$ cat src/rtl/pms_pkg.sv
// Purpose: Shared constants, types and register map of the measurement sequencer.
// Assumes: A 20 MHz system clock and a 32-bit AXI4-Lite register bus.
// Notes: Every offset, the CTRL, OSR and STAT field positions, the settings reset value and the timing counts are named here once.
package pms_pkg;

  // System clock rate and the base sampling rate of the time base.
  localparam int unsigned CLK_FREQ_HZ = 20_000_000;
  localparam int unsigned BASE_FREQ_HZ = 200;
  // Clock cycles in one base sampling period.
  localparam int unsigned BASE_TICK_CYCLES = CLK_FREQ_HZ / BASE_FREQ_HZ;
  // Largest rate select code; the prescaler is two to this power.
  localparam int unsigned ODR_MAX_DEF = 17;

  // Register byte offsets.
  localparam logic [7:0] REG_CTRL = 8'h00;
  localparam logic [7:0] REG_OSR = 8'h04;
  localparam logic [7:0] REG_ODR = 8'h08;
  localparam logic [7:0] REG_FILT = 8'h0C;
  localparam logic [7:0] REG_STAT = 8'h10;
  localparam logic [7:0] REG_PRESS = 8'h14;
  localparam logic [7:0] REG_TEMP = 8'h18;
  localparam logic [7:0] REG_CMD = 8'h1C;

  // Field positions.
  localparam int unsigned CTRL_PRESS_EN_BIT = 0;
  localparam int unsigned CTRL_TEMP_EN_BIT = 1;
  localparam int unsigned CTRL_MODE_LSB = 4;
  localparam int unsigned OSR_P_LSB = 0;
  localparam int unsigned OSR_T_LSB = 3;
  localparam int unsigned STAT_RDET_BIT = 0;
  localparam int unsigned STAT_BUSY_BIT = 1;
  localparam int unsigned STAT_PEND_BIT = 2;
  localparam int unsigned STAT_MODE_LSB = 4;

  // Highest legal oversampling code, the soft reset code and bus responses.
  localparam logic [2:0] OSR_MAX = 3'h5;
  localparam logic [7:0] SOFT_RESET_CODE = 8'hA5;
  localparam logic [1:0] RESP_OKAY = 2'h0;
  localparam logic [1:0] RESP_SLVERR = 2'h2;

  // Power modes as kept in the mode state.
  typedef enum logic [1:0] {
    MD_SLEEP = 2'b00,
    MD_FORCED = 2'b01,
    MD_NORMAL = 2'b11
  } pms_mode_e;

  // Steps of one measurement period.
  typedef enum logic [1:0] {
    ST_IDLE = 2'b00,
    ST_TEMP = 2'b01,
    ST_PRESS = 2'b10
  } pms_meas_e;

  // Channel enables and measurement settings written by software.
  typedef struct packed {
    logic temp_en;
    logic press_en;
    logic [2:0] osr_t;
    logic [2:0] osr_p;
    logic [4:0] odr;
    logic [6:0] coef;
  } pms_cfg_s;

  // Settings after any reset.
  localparam pms_cfg_s CFG_RESET = '0;

endpackage

$ cat src/rtl/pms_core.sv
// Purpose: Measurement sequencer of a pressure and temperature sensor with an AXI4-Lite register file.
// Assumes: Converter results arrive on conv_done with conv_data right-aligned to the selected resolution.
// Notes: Filtering is applied to each channel result as it arrives; the divide is combinational.
//
// The address map and the AXI4-Lite register port were decided locally.
`timescale 1ns/1ps
`default_nettype none

module pms_core #(
  parameter int unsigned BASE_TICKS = pms_pkg::BASE_TICK_CYCLES,
  parameter int unsigned ODR_MAX = pms_pkg::ODR_MAX_DEF
) (
  input wire logic aclk,
  input wire logic aresetn,
  input wire logic [7:0] s_axi_awaddr,
  input wire logic s_axi_awvalid,
  output logic s_axi_awready,
  input wire logic [31:0] s_axi_wdata,
  input wire logic [3:0] s_axi_wstrb,
  input wire logic s_axi_wvalid,
  output logic s_axi_wready,
  output logic [1:0] s_axi_bresp,
  output logic s_axi_bvalid,
  input wire logic s_axi_bready,
  input wire logic [7:0] s_axi_araddr,
  input wire logic s_axi_arvalid,
  output logic s_axi_arready,
  output logic [31:0] s_axi_rdata,
  output logic [1:0] s_axi_rresp,
  output logic s_axi_rvalid,
  input wire logic s_axi_rready,
  output logic conv_start,
  output logic conv_temp,
  output logic [2:0] conv_osr,
  input wire logic conv_done,
  input wire logic [20:0] conv_data
);

  // Refuse sizes that the counters cannot hold.
  if (BASE_TICKS < 2 || BASE_TICKS > 24'hFFFFFF || ODR_MAX > 17) begin : g_bad_param
    $error("pms_core: BASE_TICKS or ODR_MAX out of range");
  end

  // Bus state: held address and data, and the pending responses.
  logic aw_held, next_aw_held, w_held, next_w_held;
  logic [7:0] aw_addr, next_aw_addr;
  logic [31:0] w_data, next_w_data;
  logic w_lane0, next_w_lane0;
  logic next_awready, next_wready, next_bvalid, next_arready, next_rvalid;
  logic [1:0] next_bresp, next_rresp;
  logic [31:0] next_rdata;
  // One-cycle strobes of an executed write and an accepted read.
  logic wr_fire, rd_fire;

  // Core state: settings, modes, counters, results and filter seeds.
  pms_pkg::pms_cfg_s cfg, next_cfg;
  pms_pkg::pms_mode_e mode_q, next_mode;
  pms_pkg::pms_mode_e pend_mode, next_pend_mode;
  pms_pkg::pms_meas_e meas_q, next_meas;
  logic pend_q, next_pend;
  logic rdet, next_rdet;
  logic srst, next_srst;
  logic [23:0] base_cnt, next_base_cnt;
  logic [17:0] presc_cnt, next_presc_cnt;
  logic [20:0] press_q, next_press, temp_q, next_temp;
  logic pvalid, next_pvalid, tvalid, next_tvalid;
  logic next_conv_start, next_conv_temp;
  logic [2:0] next_conv_osr;
  // Helper terms of the core step.
  logic tick, period_start, meas_end, busy, start_now, exec_valid;
  pms_pkg::pms_mode_e exec_mode, cmd_mode;

  // Clamps reserved oversampling codes to the largest legal one.
  // reserved codes clamp
  function automatic logic [2:0] osr_clamp(input logic [2:0] code);
    osr_clamp = (code > pms_pkg::OSR_MAX) ? pms_pkg::OSR_MAX : code;
  endfunction

  // Decodes the two-bit mode field.
  // mode field decode
  function automatic pms_pkg::pms_mode_e mode_decode(input logic [1:0] bits);
    if (bits == 2'b00)
    begin
      mode_decode = pms_pkg::MD_SLEEP;
    end
    else if (bits == 2'b11)
    begin
      mode_decode = pms_pkg::MD_NORMAL;
    end
    else
    begin
      mode_decode = pms_pkg::MD_FORCED;
    end
  endfunction

  // Only moves into or out of sleep are supported.
  function automatic logic mode_legal(input pms_pkg::pms_mode_e from, input pms_pkg::pms_mode_e to);
    mode_legal = (from != to) && (from == pms_pkg::MD_SLEEP || to == pms_pkg::MD_SLEEP);
  endfunction

  // Left-aligns a result so extra resolution bits land in the low bits.
  function automatic logic [20:0] align(input logic [20:0] raw, input logic [2:0] osr);
    align = 21'(raw << (pms_pkg::OSR_MAX - osr));
  endfunction

  // First-order filter; an unprimed filter or a zero coefficient passes the sample.
  function automatic logic [20:0] iir(input logic [20:0] old_v, input logic [20:0] new_v,
                                      input logic [6:0] c, input logic primed);
    logic [28:0] num;
    logic [28:0] den;
    num = 29'(old_v) * 29'(c) + 29'(new_v);
    den = 29'(c) + 29'h1;
    if (!primed || c == 7'h00)
    begin
      iir = new_v;
    end
    else
    begin
      iir = 21'(num / den);
    end
  endfunction

  // Bus step: collects address and data in either order, then answers.
  always_comb
  begin
    next_aw_held = aw_held;
    next_w_held = w_held;
    next_aw_addr = aw_addr;
    next_w_data = w_data;
    next_w_lane0 = w_lane0;
    next_bvalid = s_axi_bvalid && !s_axi_bready;
    next_bresp = s_axi_bresp;
    next_rvalid = s_axi_rvalid && !s_axi_rready;
    next_rresp = s_axi_rresp;
    next_rdata = s_axi_rdata;
    wr_fire = aw_held && w_held && !s_axi_bvalid;
    rd_fire = s_axi_arvalid && s_axi_arready;
    // Capture each write channel when it is taken.
    if (s_axi_awvalid && s_axi_awready)
    begin
      next_aw_held = 1'b1;
      next_aw_addr = s_axi_awaddr;
    end
    if (s_axi_wvalid && s_axi_wready)
    begin
      next_w_held = 1'b1;
      next_w_data = s_axi_wdata;
      next_w_lane0 = s_axi_wstrb[0];
    end
    // Both halves present: the write executes and its response is raised.
    if (wr_fire)
    begin
      next_aw_held = 1'b0;
      next_w_held = 1'b0;
      next_bvalid = 1'b1;
      next_bresp = (aw_addr > pms_pkg::REG_CMD || aw_addr[1:0] != 2'b00) ? pms_pkg::RESP_SLVERR
                                                                            : pms_pkg::RESP_OKAY;
    end
    // Read data is taken from the register map in the accepting cycle.
    // registers always readable
    if (rd_fire)
    begin
      next_rvalid = 1'b1;
      next_rresp = pms_pkg::RESP_OKAY;
      next_rdata = 32'h0000_0000;
      unique case (s_axi_araddr)
        pms_pkg::REG_CTRL:
        begin
          next_rdata[pms_pkg::CTRL_PRESS_EN_BIT] = cfg.press_en;
          next_rdata[pms_pkg::CTRL_TEMP_EN_BIT] = cfg.temp_en;
          next_rdata[pms_pkg::CTRL_MODE_LSB +: 2] = mode_q;
        end
        pms_pkg::REG_OSR: next_rdata[5:0] = {cfg.osr_t, cfg.osr_p};
        pms_pkg::REG_ODR: next_rdata[4:0] = cfg.odr;
        pms_pkg::REG_FILT: next_rdata[6:0] = cfg.coef;
        pms_pkg::REG_STAT:
        begin
          next_rdata[pms_pkg::STAT_RDET_BIT] = rdet;
          next_rdata[pms_pkg::STAT_BUSY_BIT] = (meas_q != pms_pkg::ST_IDLE);
          next_rdata[pms_pkg::STAT_PEND_BIT] = pend_q;
          next_rdata[pms_pkg::STAT_MODE_LSB +: 2] = mode_q;
        end
        pms_pkg::REG_PRESS: next_rdata[23:0] = {press_q, 3'h0};
        pms_pkg::REG_TEMP: next_rdata[23:0] = {temp_q, 3'h0};
        pms_pkg::REG_CMD: next_rdata = 32'h0000_0000;
        default: next_rresp = pms_pkg::RESP_SLVERR;
      endcase
    end
    // Ready is offered only while the matching slot is free.
    next_awready = !next_aw_held && !next_bvalid;
    next_wready = !next_w_held && !next_bvalid;
    next_arready = !next_rvalid;
  end

  // Bus registers.
  always_ff @(posedge aclk)
  begin
    if (!aresetn)
    begin
      aw_held <= 1'b0;
      w_held <= 1'b0;
      aw_addr <= 8'h00;
      w_data <= 32'h0000_0000;
      w_lane0 <= 1'b0;
      s_axi_awready <= 1'b0;
      s_axi_wready <= 1'b0;
      s_axi_bvalid <= 1'b0;
      s_axi_bresp <= pms_pkg::RESP_OKAY;
      s_axi_arready <= 1'b0;
      s_axi_rvalid <= 1'b0;
      s_axi_rresp <= pms_pkg::RESP_OKAY;
      s_axi_rdata <= 32'h0000_0000;
    end
    else
    begin
      aw_held <= next_aw_held;
      w_held <= next_w_held;
      aw_addr <= next_aw_addr;
      w_data <= next_w_data;
      w_lane0 <= next_w_lane0;
      s_axi_awready <= next_awready;
      s_axi_wready <= next_wready;
      s_axi_bvalid <= next_bvalid;
      s_axi_bresp <= next_bresp;
      s_axi_arready <= next_arready;
      s_axi_rvalid <= next_rvalid;
      s_axi_rresp <= next_rresp;
      s_axi_rdata <= next_rdata;
    end
  end

  // Core step: time base, conversion sequence, mode commands and filter seeds.
  always_comb
  begin
    next_cfg = cfg;
    next_mode = mode_q;
    next_pend = pend_q;
    next_pend_mode = pend_mode;
    next_meas = meas_q;
    next_rdet = rdet;
    next_srst = 1'b0;
    next_press = press_q;
    next_temp = temp_q;
    next_pvalid = pvalid;
    next_tvalid = tvalid;
    next_conv_start = 1'b0;
    next_conv_temp = conv_temp;
    next_conv_osr = conv_osr;
    next_base_cnt = 24'h000000;
    next_presc_cnt = 18'h00000;
    tick = 1'b0;
    period_start = 1'b0;
    meas_end = 1'b0;
    start_now = 1'b0;
    exec_valid = 1'b0;
    exec_mode = pms_pkg::MD_SLEEP;
    cmd_mode = mode_decode(w_data[pms_pkg::CTRL_MODE_LSB +: 2]);
    if (mode_q == pms_pkg::MD_NORMAL)
    begin
      tick = (base_cnt == 24'(BASE_TICKS - 1));
      next_base_cnt = tick ? 24'h000000 : base_cnt + 24'h000001;
      next_presc_cnt = presc_cnt;
      if (tick)
      begin
        period_start = (presc_cnt == (18'h00001 << cfg.odr) - 18'h00001);
        next_presc_cnt = period_start ? 18'h00000 : presc_cnt + 18'h00001;
      end
    end
    unique case (meas_q)
      pms_pkg::ST_IDLE:
      begin
      end
      pms_pkg::ST_TEMP:
      begin
        if (conv_done)
        begin
          next_temp = iir(temp_q, align(conv_data, conv_osr), cfg.coef, tvalid);
          next_tvalid = 1'b1;
          if (cfg.press_en)
          begin
            next_meas = pms_pkg::ST_PRESS;
            next_conv_start = 1'b1;
            next_conv_temp = 1'b0;
            next_conv_osr = osr_clamp(cfg.osr_p);
          end
          else
          begin
            meas_end = 1'b1;
          end
        end
      end
      pms_pkg::ST_PRESS:
      begin
        if (conv_done)
        begin
          next_press = iir(press_q, align(conv_data, conv_osr), cfg.coef, pvalid);
          next_pvalid = 1'b1;
          meas_end = 1'b1;
        end
      end
      default: next_meas = pms_pkg::ST_IDLE;
    endcase
    if (meas_end)
    begin
      next_meas = pms_pkg::ST_IDLE;
      if (mode_q == pms_pkg::MD_FORCED)
      begin
        next_mode = pms_pkg::MD_SLEEP;
      end
    end
    busy = (meas_q != pms_pkg::ST_IDLE) && !meas_end;
    if (pend_q && !busy)
    begin
      next_pend = 1'b0;
      exec_valid = 1'b1;
      exec_mode = pend_mode;
    end
    // Register writes; only the low byte lane carries fields.
    if (wr_fire && w_lane0)
    begin
      unique case (aw_addr)
        pms_pkg::REG_CTRL:
        begin
          next_cfg.press_en = w_data[pms_pkg::CTRL_PRESS_EN_BIT];
          next_cfg.temp_en = w_data[pms_pkg::CTRL_TEMP_EN_BIT];
          if (!pend_q && mode_legal(mode_q, cmd_mode))
          begin
            if (busy)
            begin
              next_pend = 1'b1;
              next_pend_mode = cmd_mode;
            end
            else
            begin
              exec_valid = 1'b1;
              exec_mode = cmd_mode;
            end
          end
        end
        pms_pkg::REG_OSR:
        begin
          next_cfg.osr_p = w_data[pms_pkg::OSR_P_LSB +: 3];
          next_cfg.osr_t = w_data[pms_pkg::OSR_T_LSB +: 3];
        end
        pms_pkg::REG_ODR: next_cfg.odr = (w_data[4:0] > 5'(ODR_MAX)) ? 5'(ODR_MAX) : w_data[4:0];
        pms_pkg::REG_FILT:
        begin
          next_cfg.coef = w_data[6:0];
          next_pvalid = 1'b0;
          next_tvalid = 1'b0;
        end
        pms_pkg::REG_CMD: next_srst = (w_data[7:0] == pms_pkg::SOFT_RESET_CODE);
        default:
        begin
        end
      endcase
    end
    if (next_cfg.press_en != cfg.press_en)
    begin
      next_pvalid = 1'b0;
    end
    if (next_cfg.temp_en != cfg.temp_en)
    begin
      next_tvalid = 1'b0;
    end
    if (exec_valid && mode_legal(next_mode, exec_mode))
    begin
      start_now = (exec_mode != pms_pkg::MD_SLEEP);
      if (exec_mode == pms_pkg::MD_NORMAL)
      begin
        next_pvalid = 1'b0;
        next_tvalid = 1'b0;
        next_base_cnt = 24'h000000;
        next_presc_cnt = 18'h00000;
      end
      next_mode = exec_mode;
    end
    if ((start_now || (next_mode == pms_pkg::MD_NORMAL && period_start)) && next_meas == pms_pkg::ST_IDLE)
    begin
      if (next_cfg.temp_en)
      begin
        next_meas = pms_pkg::ST_TEMP;
        next_conv_start = 1'b1;
        next_conv_temp = 1'b1;
        next_conv_osr = osr_clamp(next_cfg.osr_t);
      end
      else if (next_cfg.press_en)
      begin
        next_meas = pms_pkg::ST_PRESS;
        next_conv_start = 1'b1;
        next_conv_temp = 1'b0;
        next_conv_osr = osr_clamp(next_cfg.osr_p);
      end
      else if (next_mode == pms_pkg::MD_FORCED)
      begin
        next_mode = pms_pkg::MD_SLEEP;
      end
    end
    if (rd_fire && s_axi_araddr == pms_pkg::REG_STAT)
    begin
      next_rdet = 1'b0;
    end
    if (srst)
    begin
      next_cfg = pms_pkg::CFG_RESET;
      next_mode = pms_pkg::MD_SLEEP;
      next_meas = pms_pkg::ST_IDLE;
      next_pend = 1'b0;
      next_pvalid = 1'b0;
      next_tvalid = 1'b0;
      next_press = 21'h000000;
      next_temp = 21'h000000;
      next_conv_start = 1'b0;
      next_rdet = 1'b1;
    end
  end

  // Core registers; power-on reset leaves sleep with the flag raised.
  // reset enters sleep
  always_ff @(posedge aclk)
  begin
    if (!aresetn)
    begin
      cfg <= pms_pkg::CFG_RESET;
      mode_q <= pms_pkg::MD_SLEEP;
      pend_mode <= pms_pkg::MD_SLEEP;
      meas_q <= pms_pkg::ST_IDLE;
      pend_q <= 1'b0;
      rdet <= 1'b1;
      srst <= 1'b0;
      base_cnt <= 24'h000000;
      presc_cnt <= 18'h00000;
      press_q <= 21'h000000;
      temp_q <= 21'h000000;
      pvalid <= 1'b0;
      tvalid <= 1'b0;
      conv_start <= 1'b0;
      conv_temp <= 1'b0;
      conv_osr <= 3'h0;
    end
    else
    begin
      cfg <= next_cfg;
      mode_q <= next_mode;
      pend_mode <= next_pend_mode;
      meas_q <= next_meas;
      pend_q <= next_pend;
      rdet <= next_rdet;
      srst <= next_srst;
      base_cnt <= next_base_cnt;
      presc_cnt <= next_presc_cnt;
      press_q <= next_press;
      temp_q <= next_temp;
      pvalid <= next_pvalid;
      tvalid <= next_tvalid;
      conv_start <= next_conv_start;
      conv_temp <= next_conv_temp;
      conv_osr <= next_conv_osr;
    end
  end
endmodule

`default_nettype wire

$ cat config.mk
export PLATFORM = sky130hd
export DESIGN_NAME = pms_core
export DESIGN_NICKNAME = d
export VERILOG_FILES = /design/src/rtl/pms_pkg.sv /design/src/rtl/pms_core.sv
export SDC_FILE = /design/constraint.sdc
export NUM_CORES = 2
export LEC_CHECK = 0
export BUFFER_PORTS_ARGS = -buffer_cell sky130_fd_sc_hd__buf_2
export CAP_MARGIN = 20
export CORE_ASPECT_RATIO = 0.9
export CORE_MARGIN = 2
export CORE_UTILIZATION = 40
export CTS_BUF_LIST = sky130_fd_sc_hd__clkbuf_16
export CTS_CLUSTER_SIZE = 24
export DETAILED_ROUTE_END_ITERATION = 8
export PLACE_DENSITY_LB_ADDON = 0.3
export SETUP_SLACK_MARGIN = 0.4
export SLEW_MARGIN = 30
export SYNTH_ARGS = -nofsm -noshare
export SYNTH_HDL_FRONTEND = slang
export SYNTH_SLANG_ARGS = --single-unit
$ cat constraint.sdc
create_clock -name aclk -period 134.2 [get_ports aclk]
set_input_delay 13.42 -clock aclk [delete_from_list [all_inputs] [get_ports aclk]]
set_output_delay 13.42 -clock aclk [all_outputs]
set_load 0.02 [all_outputs]
==> run_results.csv <==
group,metric,value,unit
cts,ctsHoldBuffers,0,
grt,grt_pass1_vias,49100,
grt,grt_max_degree,71,
drt,postRouteAntennaNets,0,
sta,tightestPinTransition,1.06,ns
drt,dr.pass1.iters,8,
worst_setup_path,startpoint,"conv_data[12]",
sta,fin_skew,0.0285,ns
cts,cts_resized,0,
layout,syn2layout_area_growth,4.60,%
sta,timing.final.crit_share,80.5,%
worst_setup_path,critical_path.max_stage_delay,0.83,ns
sta,fin_tns_setup,0,ns
synthesis,avgSynthCellArea,7.50,µm²
floorplanning,ios,127,
drt,wl_met1,80600,µm
worst_setup_path,ff2ff_setup_slack,38.26,ns
cts,cts_root_buf,"clkbuf_16",
worst_setup_path,arrival,108.43,ns
synthesis,synthesis.area,53300,µm²
layout,n_fill_cell,13600,
cts,cts_tree,"built",
cts,clock-sinks,170,
worst_setup_path,worstSetupPathType,"in -> reg",
layout,finalNetCount,7864,
synthesis,yosys_most_used_dff,"dfxtp_1",
cts,path_clk_slew,0.08,ns
grt,grt_pass1_wl,268000,µm
synthesis,synthArstFlopShare,0,%
placed_design,io_buffer_count,89,
worst_setup_path,worst_ep_required_time,134.57,ns
cts,postCtsSetupRepairBufs,0,
worst_setup_path,worstSetupStartpointType,"input port",
worst_setup_path,end_kind,"register",
placed_design,hpwl,135000,µm
drt,vias_per_cell,6.02,
drt,initialDrtViolationCount,4043,
drt,wl_met2,72000,µm
worst_setup_path,crit_top_cell,"o21a_1",
layout,mostFrequentLayoutCells,"707 x nor2_1, 690 x nand2_1, 527 x ha_1, 419 x inv_1, 408 x a21oi_1",
layout,fin_util,42.0,%
floorplanning,die_w,389,µm
grt,antenna_found_initial,4,
worst_setup_path,rr_startpoint,"conv_osr[2]",
worst_setup_path,cp-endpoint,"press_q[0]",
sta,rsz0062_at_grt,"false",
synthesis,ys_ff_latch,170,
layout,layout_commonest_cell,"nor2_1",
run_status,status,"completed",
sta,max_freq,0.00925,GHz
floorplanning,fp.dieH,350,µm
cts,clk_latency,0.49,ns
synthesis,ys.warnings.count,0,
flow_run,max_cap_violations,0,
sta,setup-violations-final,0,
sta,drv_slew,0,
synthesis,synth.distinct_cells,196,
cts,htree_levels,4,
layout,n_antenna_cell,0,
sta,finalHoldViolCount,0,
floorplanning,die_area,136000,µm²
grt,grt_usage,23.8,%
synthesis,synth_edf_count,0,
drt,drt-total-wl,167000,µm
floorplanning,rows,127,
drt,drc,0,
floorplanning,start_util,40.1,%
cts,cts_made_buffers,17,
worst_setup_path,rr_endpoint,"press_q[0]",
synthesis,synth-seq-area-share,6.39,%
grt,grt_overflow,0,
min_path,min_path_type,"reg -> reg",
drt,topRoutingLayerUsed,"met5",
worst_setup_path,crit_path_top_delay_cell,"a211oi_2",
drt,met3_length,10500,µm
layout,final_cells,8780,
layout,drive_gt1_share,11.8,%
sta,maxSlewHeadroom,29.3,%
sta,period_minus_slack,108.05,ns
worst_setup_path,reg2reg_depth,370,
placed_design,dp.cells,8743,
drt,routed-via-count,52800,
synthesis,synthCells,7103,
drt,routedWlPerCell,19.0,µm
floorplanning,core,133000,µm²
worst_setup_path,path_max_fanout,22,
placed_design,gp_congestion,0.950,
cts,cts_buffer_depth,2,
-- layer usage --
| metal | GRT usage [%] | vias up |
|---|---|---|
| li1 | - | 25900 |
| met1 | 33.8 | 25400 |
| met2 | 37.2 | 1396 |
| met3 | 3.95 | 180 |
| met4 | 5.89 | 2 |
| met5 | 0 | - |
-- worst min path at each step --
| stage | startpoint | endpoint | cells past startpoint |
|---|---|---|---|
| 6_report | aw_held | s_axi_awready | 1 |
| 3_3_place_gp | rdet | rdet | 1 |
| 2_1_floorplan | rdet | rdet | 1 |
| 5_1_grt | rdet | rdet | 1 |
| 3_5_place_dp | aw_held | s_axi_awready | 1 |
| 4_1_cts | aw_held | s_axi_awready | 1 |
-- stage by stage --
step	setup slack [ns]	area, µm²	hold WS, ns
after global placement	27.91	55000	0.430
after detailed placement	26.83	55000	0.434
final	26.15	55700	0.451
after global routing	19.21	55700	0.482
after CTS	27.03	55600	0.448
after floorplan	42.64	53300	0.420
-- sequential cells by signal, summed over array words and instances (netlist names), 2 cells and up --
register / count
cfg: 20
pend_mode: 2
presc_cnt: 18
press_q: 21
conv_osr: 3
s_axi_rdata: 24
base_cnt: 24
mode_q: 2
temp_q: 21
meas_q: 2
w_data: 8
aw_addr: 8
-- final cells by class --
type	count	area [µm²]	area share, %
Clock buffer	17	425	0.763
Clock inverter	15	209	0.375
Inverter	422	1580	2.84
Multi-Input combinational cell	6255	46900	84.2
Sequential cell	170	3410	6.13
Tap cell	1741	2180	3.91
Timing Repair Buffer	160	986	1.77
-- Yosys cell counts (106+ instances only) --
library cell	count	area share [%]
fa_1	230	8.6
o21a_1	280	3.9
and2_1	224	2.6
nor2_1	707	5.0
nand3_1	146	1.4
nand2_1	691	4.9
xor2_1	129	2.1
ha_1	527	12
inv_1	420	3.0
mux2_2	106	2.2
xnor2_1	196	3.2
o31ai_1	127	1.8
nor3_1	348	3.3
o21ai_0	266	2.5
a21oi_1	408	3.8
clkbuf_1	152	1.1
dfxtp_1	170	6.4
-- worst max-delay path: cells and delay by family --
kind                     cells  cell delay (ns)
AO/OA/AOI/OAI              204            47.63
adder cells (fa/ha/maj)     33            11.10
buffers and inverters       19             1.98
multiplexers                 7             2.07
AND/OR/NAND/NOR            113            32.03
-- logic make-up (layout without fill, tap and decap cells) --
logic type / after synthesis / count (layout) / share of synthesized area (%)
buf+inv: 687 / 614 / 5.80
compound gates: 2041 / 2041 / 28.2
fa+ha+maj: 759 / 759 / 21.1
simple gates: 2884 / 2884 / 28.2
other cells: 1 / 10 / 0.00704
xor+xnor: 334 / 334 / 5.64
mux: 227 / 227 / 4.68
flops: 170 / 170 / 6.39
Power is left out: the tool's default activity adds up to more than one toggle a clock period on the data nets, which glitch-free logic cannot reach.
